$ cat config.mk
export PLATFORM = sky130hd
export DESIGN_NAME = otprom_option_decoder
export DESIGN_NICKNAME = d
export VERILOG_FILES = /design/src/option_pkg.sv /design/src/otprom_option_decoder.sv
export VERILOG_INCLUDE_DIRS = /design/src
export SDC_FILE = /design/constraint.sdc
export NUM_CORES = 1
export LEC_CHECK = 0
export ABC_AREA = 1
export BUFFER_PORTS_ARGS = -buffer_cell sky130_fd_sc_hd__buf_4
export CAP_MARGIN = 20
export CORE_MARGIN = 3
export CORE_UTILIZATION = 50
export DETAILED_ROUTE_END_ITERATION = 16
export PLACE_DENSITY = 0.77
export REMOVE_ABC_BUFFERS = 1
export SLEW_MARGIN = 0
export SYNTH_ARGS = -nofsm -noshare
export SYNTH_HDL_FRONTEND = slang
export SYNTH_SLANG_ARGS = --single-unit
$ cat constraint.sdc
create_clock -name aclk -period 2.25 [get_ports aclk]
set_input_delay 0 -clock aclk [delete_from_list [all_inputs] [get_ports aclk]]
set_output_delay 0 -clock aclk [all_outputs]
set_load 0.01 [all_outputs]
$ cat src/option_cfg.svh
// Constants for the option decoder: addresses, bit positions, reset values
`ifndef OPTION_CFG_SVH
`define OPTION_CFG_SVH

// ----------------------------------------
// Programmer address map
// ----------------------------------------
`define OPT_FIRST_ADDR 15'h3FF0
`define OPT_LAST_ADDR 15'h3FF5
`define OPT_COUNT 3'h6
`define PROG_WIN_LO 15'h4000
`define PROG_WIN_HI 15'h7FFF
`define CPU_WIN_BASE 16'hC000

// ----------------------------------------
// First option byte fields
// ----------------------------------------
`define OPT0_POR_BIT 0
`define OPT0_DUAL_BIT 1
`define OPT0_RSTOUT_BIT 2
`define OPT0_SETTLE_LO_BIT 4
`define OPT0_SETTLE_HI_BIT 5
`define OPT_ERASED 8'hFF

// ----------------------------------------
// AXI4-Lite register offsets
// ----------------------------------------
`define REG_CTRL 12'h000
`define REG_STATUS 12'h004
`define REG_OPT0 12'h008
`define REG_OPT1 12'h00C
`define REG_OPT2 12'h010
`define REG_OPT3 12'h014
`define REG_OPT4 12'h018
`define REG_OPT5 12'h01C
`define CTRL_RESET 1'h0
`define RESP_OKAY 2'h0
`define RESP_SLVERR 2'h2

`endif

$ cat src/option_pkg.sv
// Types shared by the option decoder
package option_pkg;

    typedef struct packed {
        logic por_enable;
        logic dual_clock;
        logic reset_pin_drive;
        logic [1:0] osc_settle_sel;
        logic [7:0] port0_pullup_n;
        logic [7:0] port1_pullup_n;
        logic [7:0] port5_pullup_n;
    } option_cfg_t;

    typedef struct packed {
        logic valid;
        logic [14:0] addr;
    } prom_req_t;

    typedef enum logic [2:0] {
        ST_IDLE = 3'b001,
        ST_LOAD = 3'b010,
        ST_DONE = 3'b100
    } load_state_t;

endpackage : option_pkg

$ cat src/otprom_option_decoder.sv
// Option byte loader, decoder, address mapper and AXI4-Lite status port
// Operation
// Options sit in six bytes from 3FF0H through 3FF5H of the programmer space.
// EPROM mode maps CPU C000H-FFFFH onto programmer 4000H-7FFFH.
// Byte 0 bit 0 enables power-on reset; bits 5:4 pick settle time.
// Byte 0 bit 1 one selects dual clock, zero single clock.
// Byte 0 bit 2 one lets internal resets drive the reset pin low.
// Bytes 1-3 hold pull-ups for ports 0, 1, 5; zero attaches.
// Unused option bits read as one unless programmed to zero.
// The programmer never writes zero into an unused option bit.
// Erased bits are one; programming only clears bits.
// EPROM mode looks like a 32 Kbyte byte-wide memory without signature mode.
// Options are sampled during reset, latched, and held until the next reset. The code fetches them right after reset is released.
//
// The register offsets and the AXI4-Lite register port were left to the implementer.
`timescale 1ns/1ps
`include "option_cfg.svh"

module otprom_option_decoder #(
    parameter int ADDR_W = 15,
    parameter int DATA_W = 8
) (
    input wire logic aclk,
    input wire logic aresetn,
    input wire logic clk_en,
    // Array read port
    output option_pkg::prom_req_t prom_req,
    input wire logic [DATA_W-1:0] prom_rdata,
    // EPROM mode address mapping
    input wire logic eprom_mode,
    input wire logic [15:0] cpu_addr,
    output logic [ADDR_W-1:0] prom_addr_map,
    output logic prom_addr_hit,
    output logic signature_supported,
    // Decoded options
    output option_pkg::option_cfg_t options,
    output logic options_valid,
    // AXI4-Lite
    input wire logic [11:0] s_axi_awaddr,
    input wire logic s_axi_awvalid,
    output logic s_axi_awready,
    input wire logic [31:0] s_axi_wdata,
    input wire logic [3:0] s_axi_wstrb,
    input wire logic s_axi_wvalid,
    output logic s_axi_wready,
    output logic [1:0] s_axi_bresp,
    output logic s_axi_bvalid,
    input wire logic s_axi_bready,
    input wire logic [11:0] s_axi_araddr,
    input wire logic s_axi_arvalid,
    output logic s_axi_arready,
    output logic [31:0] s_axi_rdata,
    output logic [1:0] s_axi_rresp,
    output logic s_axi_rvalid,
    input wire logic s_axi_rready
);
    import option_pkg::*;

    // ----------------------------------------
    // Option load sequence
    // ----------------------------------------
    load_state_t state;
    load_state_t next_state;
    logic [2:0] idx;
    logic [DATA_W-1:0] raw [0:5];
    logic reload_req;
    wire last_byte = (idx == `OPT_COUNT - 3'h1);
    wire fetch = (state == ST_LOAD);

    // Bytes fetched after reset is released and again on each reload; decoded settings never move in run
    always_comb begin
        next_state = state;
        unique case (state)
            ST_IDLE: next_state = ST_LOAD;
            ST_LOAD: next_state = last_byte ? ST_DONE : ST_LOAD;
            ST_DONE: next_state = reload_req ? ST_LOAD : ST_DONE;
        endcase
    end

    always_ff @(posedge aclk) begin
        if (!aresetn) begin
            state <= ST_IDLE;
            idx <= 3'h0;
        end else if (clk_en) begin
            state <= next_state;
            if (fetch) begin
                idx <= last_byte ? 3'h0 : idx + 3'h1;
            end
        end
    end

    assign prom_req.valid = fetch;
    assign prom_req.addr = `OPT_FIRST_ADDR + {12'h000, idx};

    // Array data arrives on the same cycle; unprogrammed cells read all ones
    genvar g;
    generate
        for (g = 0; g < 6; g++) begin : g_raw
            always_ff @(posedge aclk) begin
                if (!aresetn) begin
                    raw[g] <= `OPT_ERASED;
                end else if (clk_en && fetch && idx == 3'(g)) begin
                    raw[g] <= prom_rdata;
                end
            end
        end
    endgenerate

    // ----------------------------------------
    // Decode
    // ----------------------------------------
    always_ff @(posedge aclk) begin
        if (!aresetn) begin
            options <= '1;
            options_valid <= 1'b0;
        end else if (clk_en && state == ST_DONE && !options_valid) begin
            options.por_enable <= raw[0][`OPT0_POR_BIT];
            options.dual_clock <= raw[0][`OPT0_DUAL_BIT];
            options.reset_pin_drive <= raw[0][`OPT0_RSTOUT_BIT];
            options.osc_settle_sel <= {raw[0][`OPT0_SETTLE_HI_BIT], raw[0][`OPT0_SETTLE_LO_BIT]};
            options.port0_pullup_n <= raw[1];
            options.port1_pullup_n <= raw[2];
            options.port5_pullup_n <= raw[3];
            options_valid <= 1'b1;
        end
    end

    // ----------------------------------------
    // EPROM mode address map
    // ----------------------------------------
    wire in_window = (cpu_addr >= `CPU_WIN_BASE);
    wire [15:0] offset = cpu_addr - `CPU_WIN_BASE;
    always_ff @(posedge aclk) begin
        if (!aresetn) begin
            prom_addr_map <= '0;
            prom_addr_hit <= 1'b0;
        end else if (clk_en) begin
            prom_addr_map <= `PROG_WIN_LO + offset[ADDR_W-1:0];
            prom_addr_hit <= eprom_mode && in_window;
        end
    end
    assign signature_supported = 1'b0;

    // ----------------------------------------
    // AXI4-Lite slave
    // ----------------------------------------
    logic aw_held;
    logic w_held;
    logic [11:0] aw_addr;
    logic ctrl_reload;
    assign s_axi_awready = !aw_held && !s_axi_bvalid;
    assign s_axi_wready = !w_held && !s_axi_bvalid;
    wire aw_go = s_axi_awvalid && s_axi_awready;
    wire w_go = s_axi_wvalid && s_axi_wready;
    wire aw_have = aw_held || aw_go;
    wire w_have = w_held || w_go;
    wire [11:0] wr_addr = aw_held ? aw_addr : s_axi_awaddr;
    wire do_write = aw_have && w_have && !s_axi_bvalid;
    wire wr_ctrl = (wr_addr == `REG_CTRL) && s_axi_wstrb[0];

    // Reload refetches only the raw bytes; decoded options stay until the next reset
    assign reload_req = ctrl_reload;

    always_ff @(posedge aclk) begin
        if (!aresetn) begin
            aw_held <= 1'b0;
            w_held <= 1'b0;
            aw_addr <= '0;
            s_axi_bvalid <= 1'b0;
            s_axi_bresp <= `RESP_OKAY;
            ctrl_reload <= `CTRL_RESET;
        end else if (clk_en) begin
            ctrl_reload <= 1'b0;
            if (aw_go) aw_addr <= s_axi_awaddr;
            aw_held <= aw_have && !do_write;
            w_held <= w_have && !do_write;
            if (do_write) begin
                s_axi_bvalid <= 1'b1;
                s_axi_bresp <= (wr_addr <= `REG_OPT5 && wr_addr[1:0] == 2'h0) ? `RESP_OKAY : `RESP_SLVERR;
                ctrl_reload <= wr_ctrl && s_axi_wdata[0] && !eprom_mode;
            end else if (s_axi_bready) begin
                s_axi_bvalid <= 1'b0;
            end
        end
    end

    logic [31:0] rd_word;
    logic rd_ok;
    always_comb begin
        rd_ok = 1'b1;
        unique case (s_axi_araddr)
            `REG_CTRL: rd_word = 32'h0000_0000;
            `REG_STATUS: rd_word = {29'h0, eprom_mode, state == ST_LOAD, options_valid};
            `REG_OPT0: rd_word = {24'h0, raw[0]};
            `REG_OPT1: rd_word = {24'h0, raw[1]};
            `REG_OPT2: rd_word = {24'h0, raw[2]};
            `REG_OPT3: rd_word = {24'h0, raw[3]};
            `REG_OPT4: rd_word = {24'h0, raw[4]};
            `REG_OPT5: rd_word = {24'h0, raw[5]};
            default: begin
                rd_word = 32'h0000_0000;
                rd_ok = 1'b0;
            end
        endcase
    end

    assign s_axi_arready = !s_axi_rvalid;
    always_ff @(posedge aclk) begin
        if (!aresetn) begin
            s_axi_rvalid <= 1'b0;
            s_axi_rdata <= 32'h0000_0000;
            s_axi_rresp <= `RESP_OKAY;
        end else if (clk_en) begin
            if (s_axi_arvalid && s_axi_arready) begin
                s_axi_rvalid <= 1'b1;
                s_axi_rdata <= rd_word;
                s_axi_rresp <= rd_ok ? `RESP_OKAY : `RESP_SLVERR;
            end else if (s_axi_rready) begin
                s_axi_rvalid <= 1'b0;
            end
        end
    end

endmodule : otprom_option_decoder

==> impl_metrics.ini, run 1 <==
[min_path]
min_path_cells = 6
hold_class = in -> reg
whs_endpoint = s_axi_rdata[3]$_SDFFE_PN0P_
min-delay-start = s_axi_araddr[1]

[routing]
wl_per_cell_um = 15.1
drc = 0
totalWireLength_mm = 15.4
num_vias = 5285
avgViaCountPerCell = 5.19
drtIter0Drc = 498
drt-pass1-iter-count = 6
ant_nets = 0

[setup_path]
start_kind = flop
end_kind = flop
r2r_slack_ps = 320
path_cells = inv_1 > nand3_1 > nor2_2 > inv_2 > nor2_2 > nand2_1 > nor2_2 > nand2_1
reg2reg_to = raw[1][4]$_SDFFCE_PN1P_
worstPathArrival_ps = 2070
crit_top_cell = nor2_2
rr_worst_depth = 8
worst-path-buf-inv = 2
r2r-start = state[2]$_SDFFE_PN0P_
cp_max_fo = 8
crit_family = simple AND/OR/NAND/NOR gates
path_class = reg -> reg
cp_slowest_stage_delay_ps = 360
cp_slowest_cell = nor2_2
crit_required_ps = 2390

[yosys]
yosys_warnings = 0
async_flop_share_pct = 0
ys_types = 33
synthFlopType = dfxtp_1
yosys-top-cells-area = dfxtp_1 28%, edfxtp_1 25%, nand2_1 13%
syn_area_um2 = 5680
netlist_instances = 702
synth_top_area_share_pct = 27.8
yosysSeqAreaShare_pct = 53.2
yosysTopAreaCell = dfxtp_1
ys_seq_elements = 127
syn_avg_cell_area_um2 = 8.09
synth_edf_count = 48

[sta]
tightest_slew_ps = 688
fin_crit_ps = 1930
rsz0062_at_grt = false
hold_viol_final = 0
min_period_over_period_pct = 85.7
drv_slew = 0
setup_violations = 0
skew_ps = 5.19
relSlewSlack_pct = 54.1
setup_tns_ps = 0
fmax_ghz = 0.518

[floorplanning]
die_area_um2 = 12700
initial_core_util_pct = 51.7
rows = 38
core_area_um2 = 11000
fp.dieH_um = 113
ios = 197
die_w_um = 113

[final_layout]
final_cell_mix = 197 x nand2_1, 133 x buf_4, 84 x nor2_1
layout-drive-gt1-share_pct = 21.4
stdcell_area_um2 = 7580
nFillCells = 782
post-route-util_pct = 69.0
syn2layout_area_growth_pct = 33.4
antenna_cells = 0
final_common_cell = nand2_1
instances_no_fill = 1018
nets = 959

[place]
port_buffers = 123
dp_hpwl_mm = 10.4
place_area_um2 = 6550
gp_congestion = 0.891
numPlacedInstances = 942

[clock_network]
ctsHtreeMaxLevel = 4
clockRootBuffer = clkbuf_16
clockBufferDepth = 2
clock_sinks = 127
path_clk_slew_ps = 50
insertion_delay_ps = 410
cts_made_buffers = 17
cts_tree = built

[pwr]
ir_worst_vdd_mv = 0.525
power.density_nw_per_um2 = 743
p_total_w = 0.00564
leakage_nw = 3.31

[run]
cap_violations = 0

[global_routing]
grt_pass1_vias = 5151
antenna_found_initial = 0
track_usage_pct = 24.4
grt_max_degree = 44
grt_pass1_wl_mm = 24.6
grt_overflow = 0

[status]
status = finished, final reports clean
worst register-to-register path, stage by stage, from the launching register on:
cell and delay, ps:
dfxtp_1 300, inv_1 100, nand3_1 190, nor2_2 230
inv_2 100, nor2_2 130, nand2_1 130, nor2_2 360
nand2_1 120
worst max-delay path by stage:
| stage | startpoint | end | slack, ps | depth (start not counted) |
|---|---|---|---|---|
| 6_report | state[2]$_SDFFE_PN0P_ | raw[1][4]$_SDFFCE_PN1P_ | 320 | 8 |
| 5_1_grt | s_axi_rvalid$_SDFFE_PN0P_ | s_axi_rresp[1]$_SDFFE_PN0P_ | 190 | 6 |
| 4_1_cts | state[2]$_SDFFE_PN0P_ | raw[1][4]$_SDFFCE_PN1P_ | 370 | 8 |
| 3_5_place_dp | state[2]$_SDFFE_PN0P_ | raw[1][2]$_SDFFCE_PN1P_ | 390 | 8 |
| 3_3_place_gp | state[2]$_SDFFE_PN0P_ | raw[0][2]$_SDFFCE_PN1P_ | 470 | 7 |
| 2_1_floorplan | state[0]$_SDFFE_PN1P_ | options[0]$_SDFFE_PN1P_ | 410 | 5 |
cell usage after synthesis, types with 2 or more instances:
library cell  instances
nand2_1             197
nor4_1                2
a211oi_1              2
dfxtp_1              79
buf_2                11
nor2_4                3
o21ai_0              34
a21oi_1              19
edfxtp_1             48
clkbuf_1             14
nor3_1                3
nand4_1               2
conb_1                2
a21oi_2               5
inv_2                 4
inv_1                48
nor2_2                7
nand2_2               3
nor2_1               84
nor3_2                2
nand3b_1              2
nand3_1              78
buf_4                43
per-layer routing:
metal	GRT usage, %	wire, um	vias up
met5	0	0	-
met4	9.38	370	0
met3	5.23	1190	40
met2	43.4	8110	245
met1	28.5	5690	2493
li1	-	-	2507
cells by family (layout without fill, tap and decap cells):
group / count (synthesis) / after routing / synth area share, %
compound gates: 67 / 67 / 6.72
fa+ha+maj: 1 / 1 / 0.220
buf+inv: 122 / 261 / 11.3
flops: 127 / 127 / 53.2
other cells: 2 / 39 / 0.132
simple gates: 383 / 383 / 28.5
per-stage QoR:
stage,worst slack [ps],hold WS (ps)
after floorplan,413,76.2
after global placement,472,222
after detailed placement,389,233
after CTS,368,26.3
after global routing,194,49.5
final,321,31.9
sequential cells by signal, indices dropped and copies added, names as in the netlist:
register / flops
aw_addr: 12
aw_held: 1
ctrl_reload: 1
idx: 3
options: 29
options_valid: 1
prom_addr_hit: 1
prom_addr_map: 15
raw: 48
s_axi_bresp: 1
s_axi_bvalid: 1
s_axi_rdata: 8
s_axi_rresp: 1
s_axi_rvalid: 1
state: 3
w_held: 1
report_power, final:
part | internal (W) | switching, W
Sequential | 0.00243 | 0.0000296
Combinational | 0.000205 | 0.000261
Clock | 0.00174 | 0.000971
area by class of cell:
class	count	area, um^2	share of cell area (%)
sequential	127	3020	39.9
clock inverter	11	110	1.45
inverter	52	195	2.57
tap	140	175	2.31
timing repair buffer	177	1440	19.0
multi-input combinational	490	2160	28.5
clock buffer	21	482	6.35
what timing repair did:
| item | CTS | global route |
|---|---|---|
| gates resized for setup | 0 | 0 |
| hold buffers | 44 | 0 |
| setup endpoints to repair | 0 | 0 |
| endpoints found under the hold margin | 103 | 0 |
| buffers inserted | 0 | 0 |
Note: power is estimated with default switching activity, not from simulation.
==> run 2: changes to the inputs <==
Settings changed: HOLD_SLACK_MARGIN from default to 0.08, SLEW_MARGIN 0 to 20.
==> run 2 against run 1 <==
Effect of this change:
- global-route usage increased by 0.58 points
- register-to-register slack about the same
- sequential power barely moved
- sequential share of layout area is 0.44 points lower
- fmax is 0.38% higher
- clock skew about the same
- first-iteration DRC count down 7.2%
- hold slack gained 85 ps
- cell count is 0.79% higher
- cell area increased by 1.1%
- critical path type unchanged
- largest cell class unchanged
- highest routed layer unchanged
==> impl_metrics.ini, run 2 (synthesis gave the netlist of run 1 again) <==
[final_layout]
layout-drive-gt1-share_pct = 21.3
antenna_cells = 0
nets = 967
final_common_cell = nand2_1
instances_no_fill = 1026
nFillCells = 771
syn2layout_area_growth_pct = 34.9
largest_register_ffs = 48
seqCellArea_um2 = 3020
largest-register = raw
largestRegisters = raw x48, options x29, prom_addr_map x15
final_cell_mix = 197 x nand2_1, 133 x buf_4, 84 x nor2_1
multiInputGateArea_um2 = 2160

[sta]
skew_ps = 5.26
holdWs_ps = 117
fmax_ghz = 0.520
rsz0062_at_grt = false
hold_viol_final = 0
setup_violations = 0
tightest_slew_ps = 670
relSlewSlack_pct = 55.3
setup_tns_ps = 0
min_period_over_period_pct = 85.4
fin_crit_ps = 1920
drv_slew = 0

[place]
numPlacedInstances = 942
port_buffers = 123
dp_hpwl_mm = 10.4
gp_congestion = 0.891

[floorplanning]
ios = 197
fp.dieH_um = 113
rows = 38
core_area_um2 = 11000
die_w_um = 113
initial_core_util_pct = 51.7
die_area_um2 = 12700

[setup_path]
start_kind = flop
path_class = reg -> reg
crit_required_ps = 2390
r2r-start = state[2]$_SDFFE_PN0P_
end_kind = flop
cp_max_fo = 8
rr_worst_depth = 8
r2r_slack_ps = 330
worstPathArrival_ps = 2060
reg2reg_to = raw[1][4]$_SDFFCE_PN1P_

[run]
cap_violations = 0

[clock_network]
postCtsSetupRepairBufs = 0
clock_sinks = 127
clockBufferDepth = 2
ctsHtreeMaxLevel = 4
cts_tree = built
clockRootBuffer = clkbuf_16
insertion_delay_ps = 420
cts_made_buffers = 17
path_clk_slew_ps = 50

[min_path]
min-delay-start = s_axi_araddr[2]
min_path_cells = 7
hold_class = in -> reg
whs_endpoint = s_axi_rdata[3]$_SDFFE_PN0P_

[status]
status = finished, final reports clean

[global_routing]
grt_pass1_vias = 5235
grt_overflow = 0
grt_pass1_wl_mm = 25.2
antenna_found_initial = 0
track_usage_pct = 24.9
grt_max_degree = 44

[routing]
drt-pass1-iter-count = 6
wl_per_cell_um = 15.3
drtIter0Drc = 462
ant_nets = 0
totalWireLength_mm = 15.7
avgViaCountPerCell = 5.19
num_vias = 5320
drc = 0

[pwr]
power.density_nw_per_um2 = 738
ir_worst_vdd_mv = 0.508
leakage_nw = 3.34
[run 2: worst max-delay path, cell delays in order (launching register included)]
cell and delay (ps):
dfxtp_1 300, inv_1 100, nand3_1 190, nor2_2 230
inv_2 100, nor2_2 130, nand2_1 120, nor2_2 360
nand2_1 120
[run 2: how the worst max path moves through the flow]
stage,start,to
finish,state[2]$_SDFFE_PN0P_,raw[1][4]$_SDFFCE_PN1P_
floorplan,state[0]$_SDFFE_PN1P_,options[0]$_SDFFE_PN1P_
detailed placement,state[2]$_SDFFE_PN0P_,raw[1][2]$_SDFFCE_PN1P_
global placement,state[2]$_SDFFE_PN0P_,raw[0][2]$_SDFFCE_PN1P_
global route,clk_en,s_axi_rresp[1]$_SDFFE_PN0P_
CTS,clk_en,s_axi_rresp[1]$_SDFFE_PN0P_
[run 2: where the power goes]
part           switching (W)  leakage, nW  internal (W)
Combinational       0.000267         2.08      0.000216
Clock               0.000977        0.292       0.00174
Sequential         0.0000302        0.972       0.00243
Total                0.00127         3.34       0.00438
[run 2: cell type report]
cell class | instances | share of cell area [%]
Clock buffer | 21 | 6.28
Clock inverter | 11 | 1.44
Inverter | 52 | 2.55
Multi-Input combinational cell | 490 | 28.2
Sequential cell | 127 | 39.4
Tap cell | 140 | 2.28
Timing Repair Buffer | 185 | 19.8
[run 2: what timing repair did]
action / in CTS / in global routing
endpoints found under the setup margin: 0 / 1
hold buffers: 51 / 1
endpoints found under the hold margin: 112 / 1
resized for setup: 0 / 1
[run 2: routing by layer]
metal	wire (um)	track usage (%)	vias to the layer above
li1	-	-	2520
met1	5810	29.3	2470
met2	8100	43.7	282
met3	1250	4.85	48
met4	510	11.7	0
met5	0	0	-
[run 2: per-stage QoR]
stage	cell area [um^2]	power, W	utilization [%]	setup slack [ps]
finish	7670	0.00566	69.8	329
global route	7670	0.00582	69.8	194
CTS	7650	0.00565	69.7	249
detailed placement	6550	0.00290	59.6	389
global placement	6550	0.00288	59.6	472
floorplan	5380	0.00268	-	413
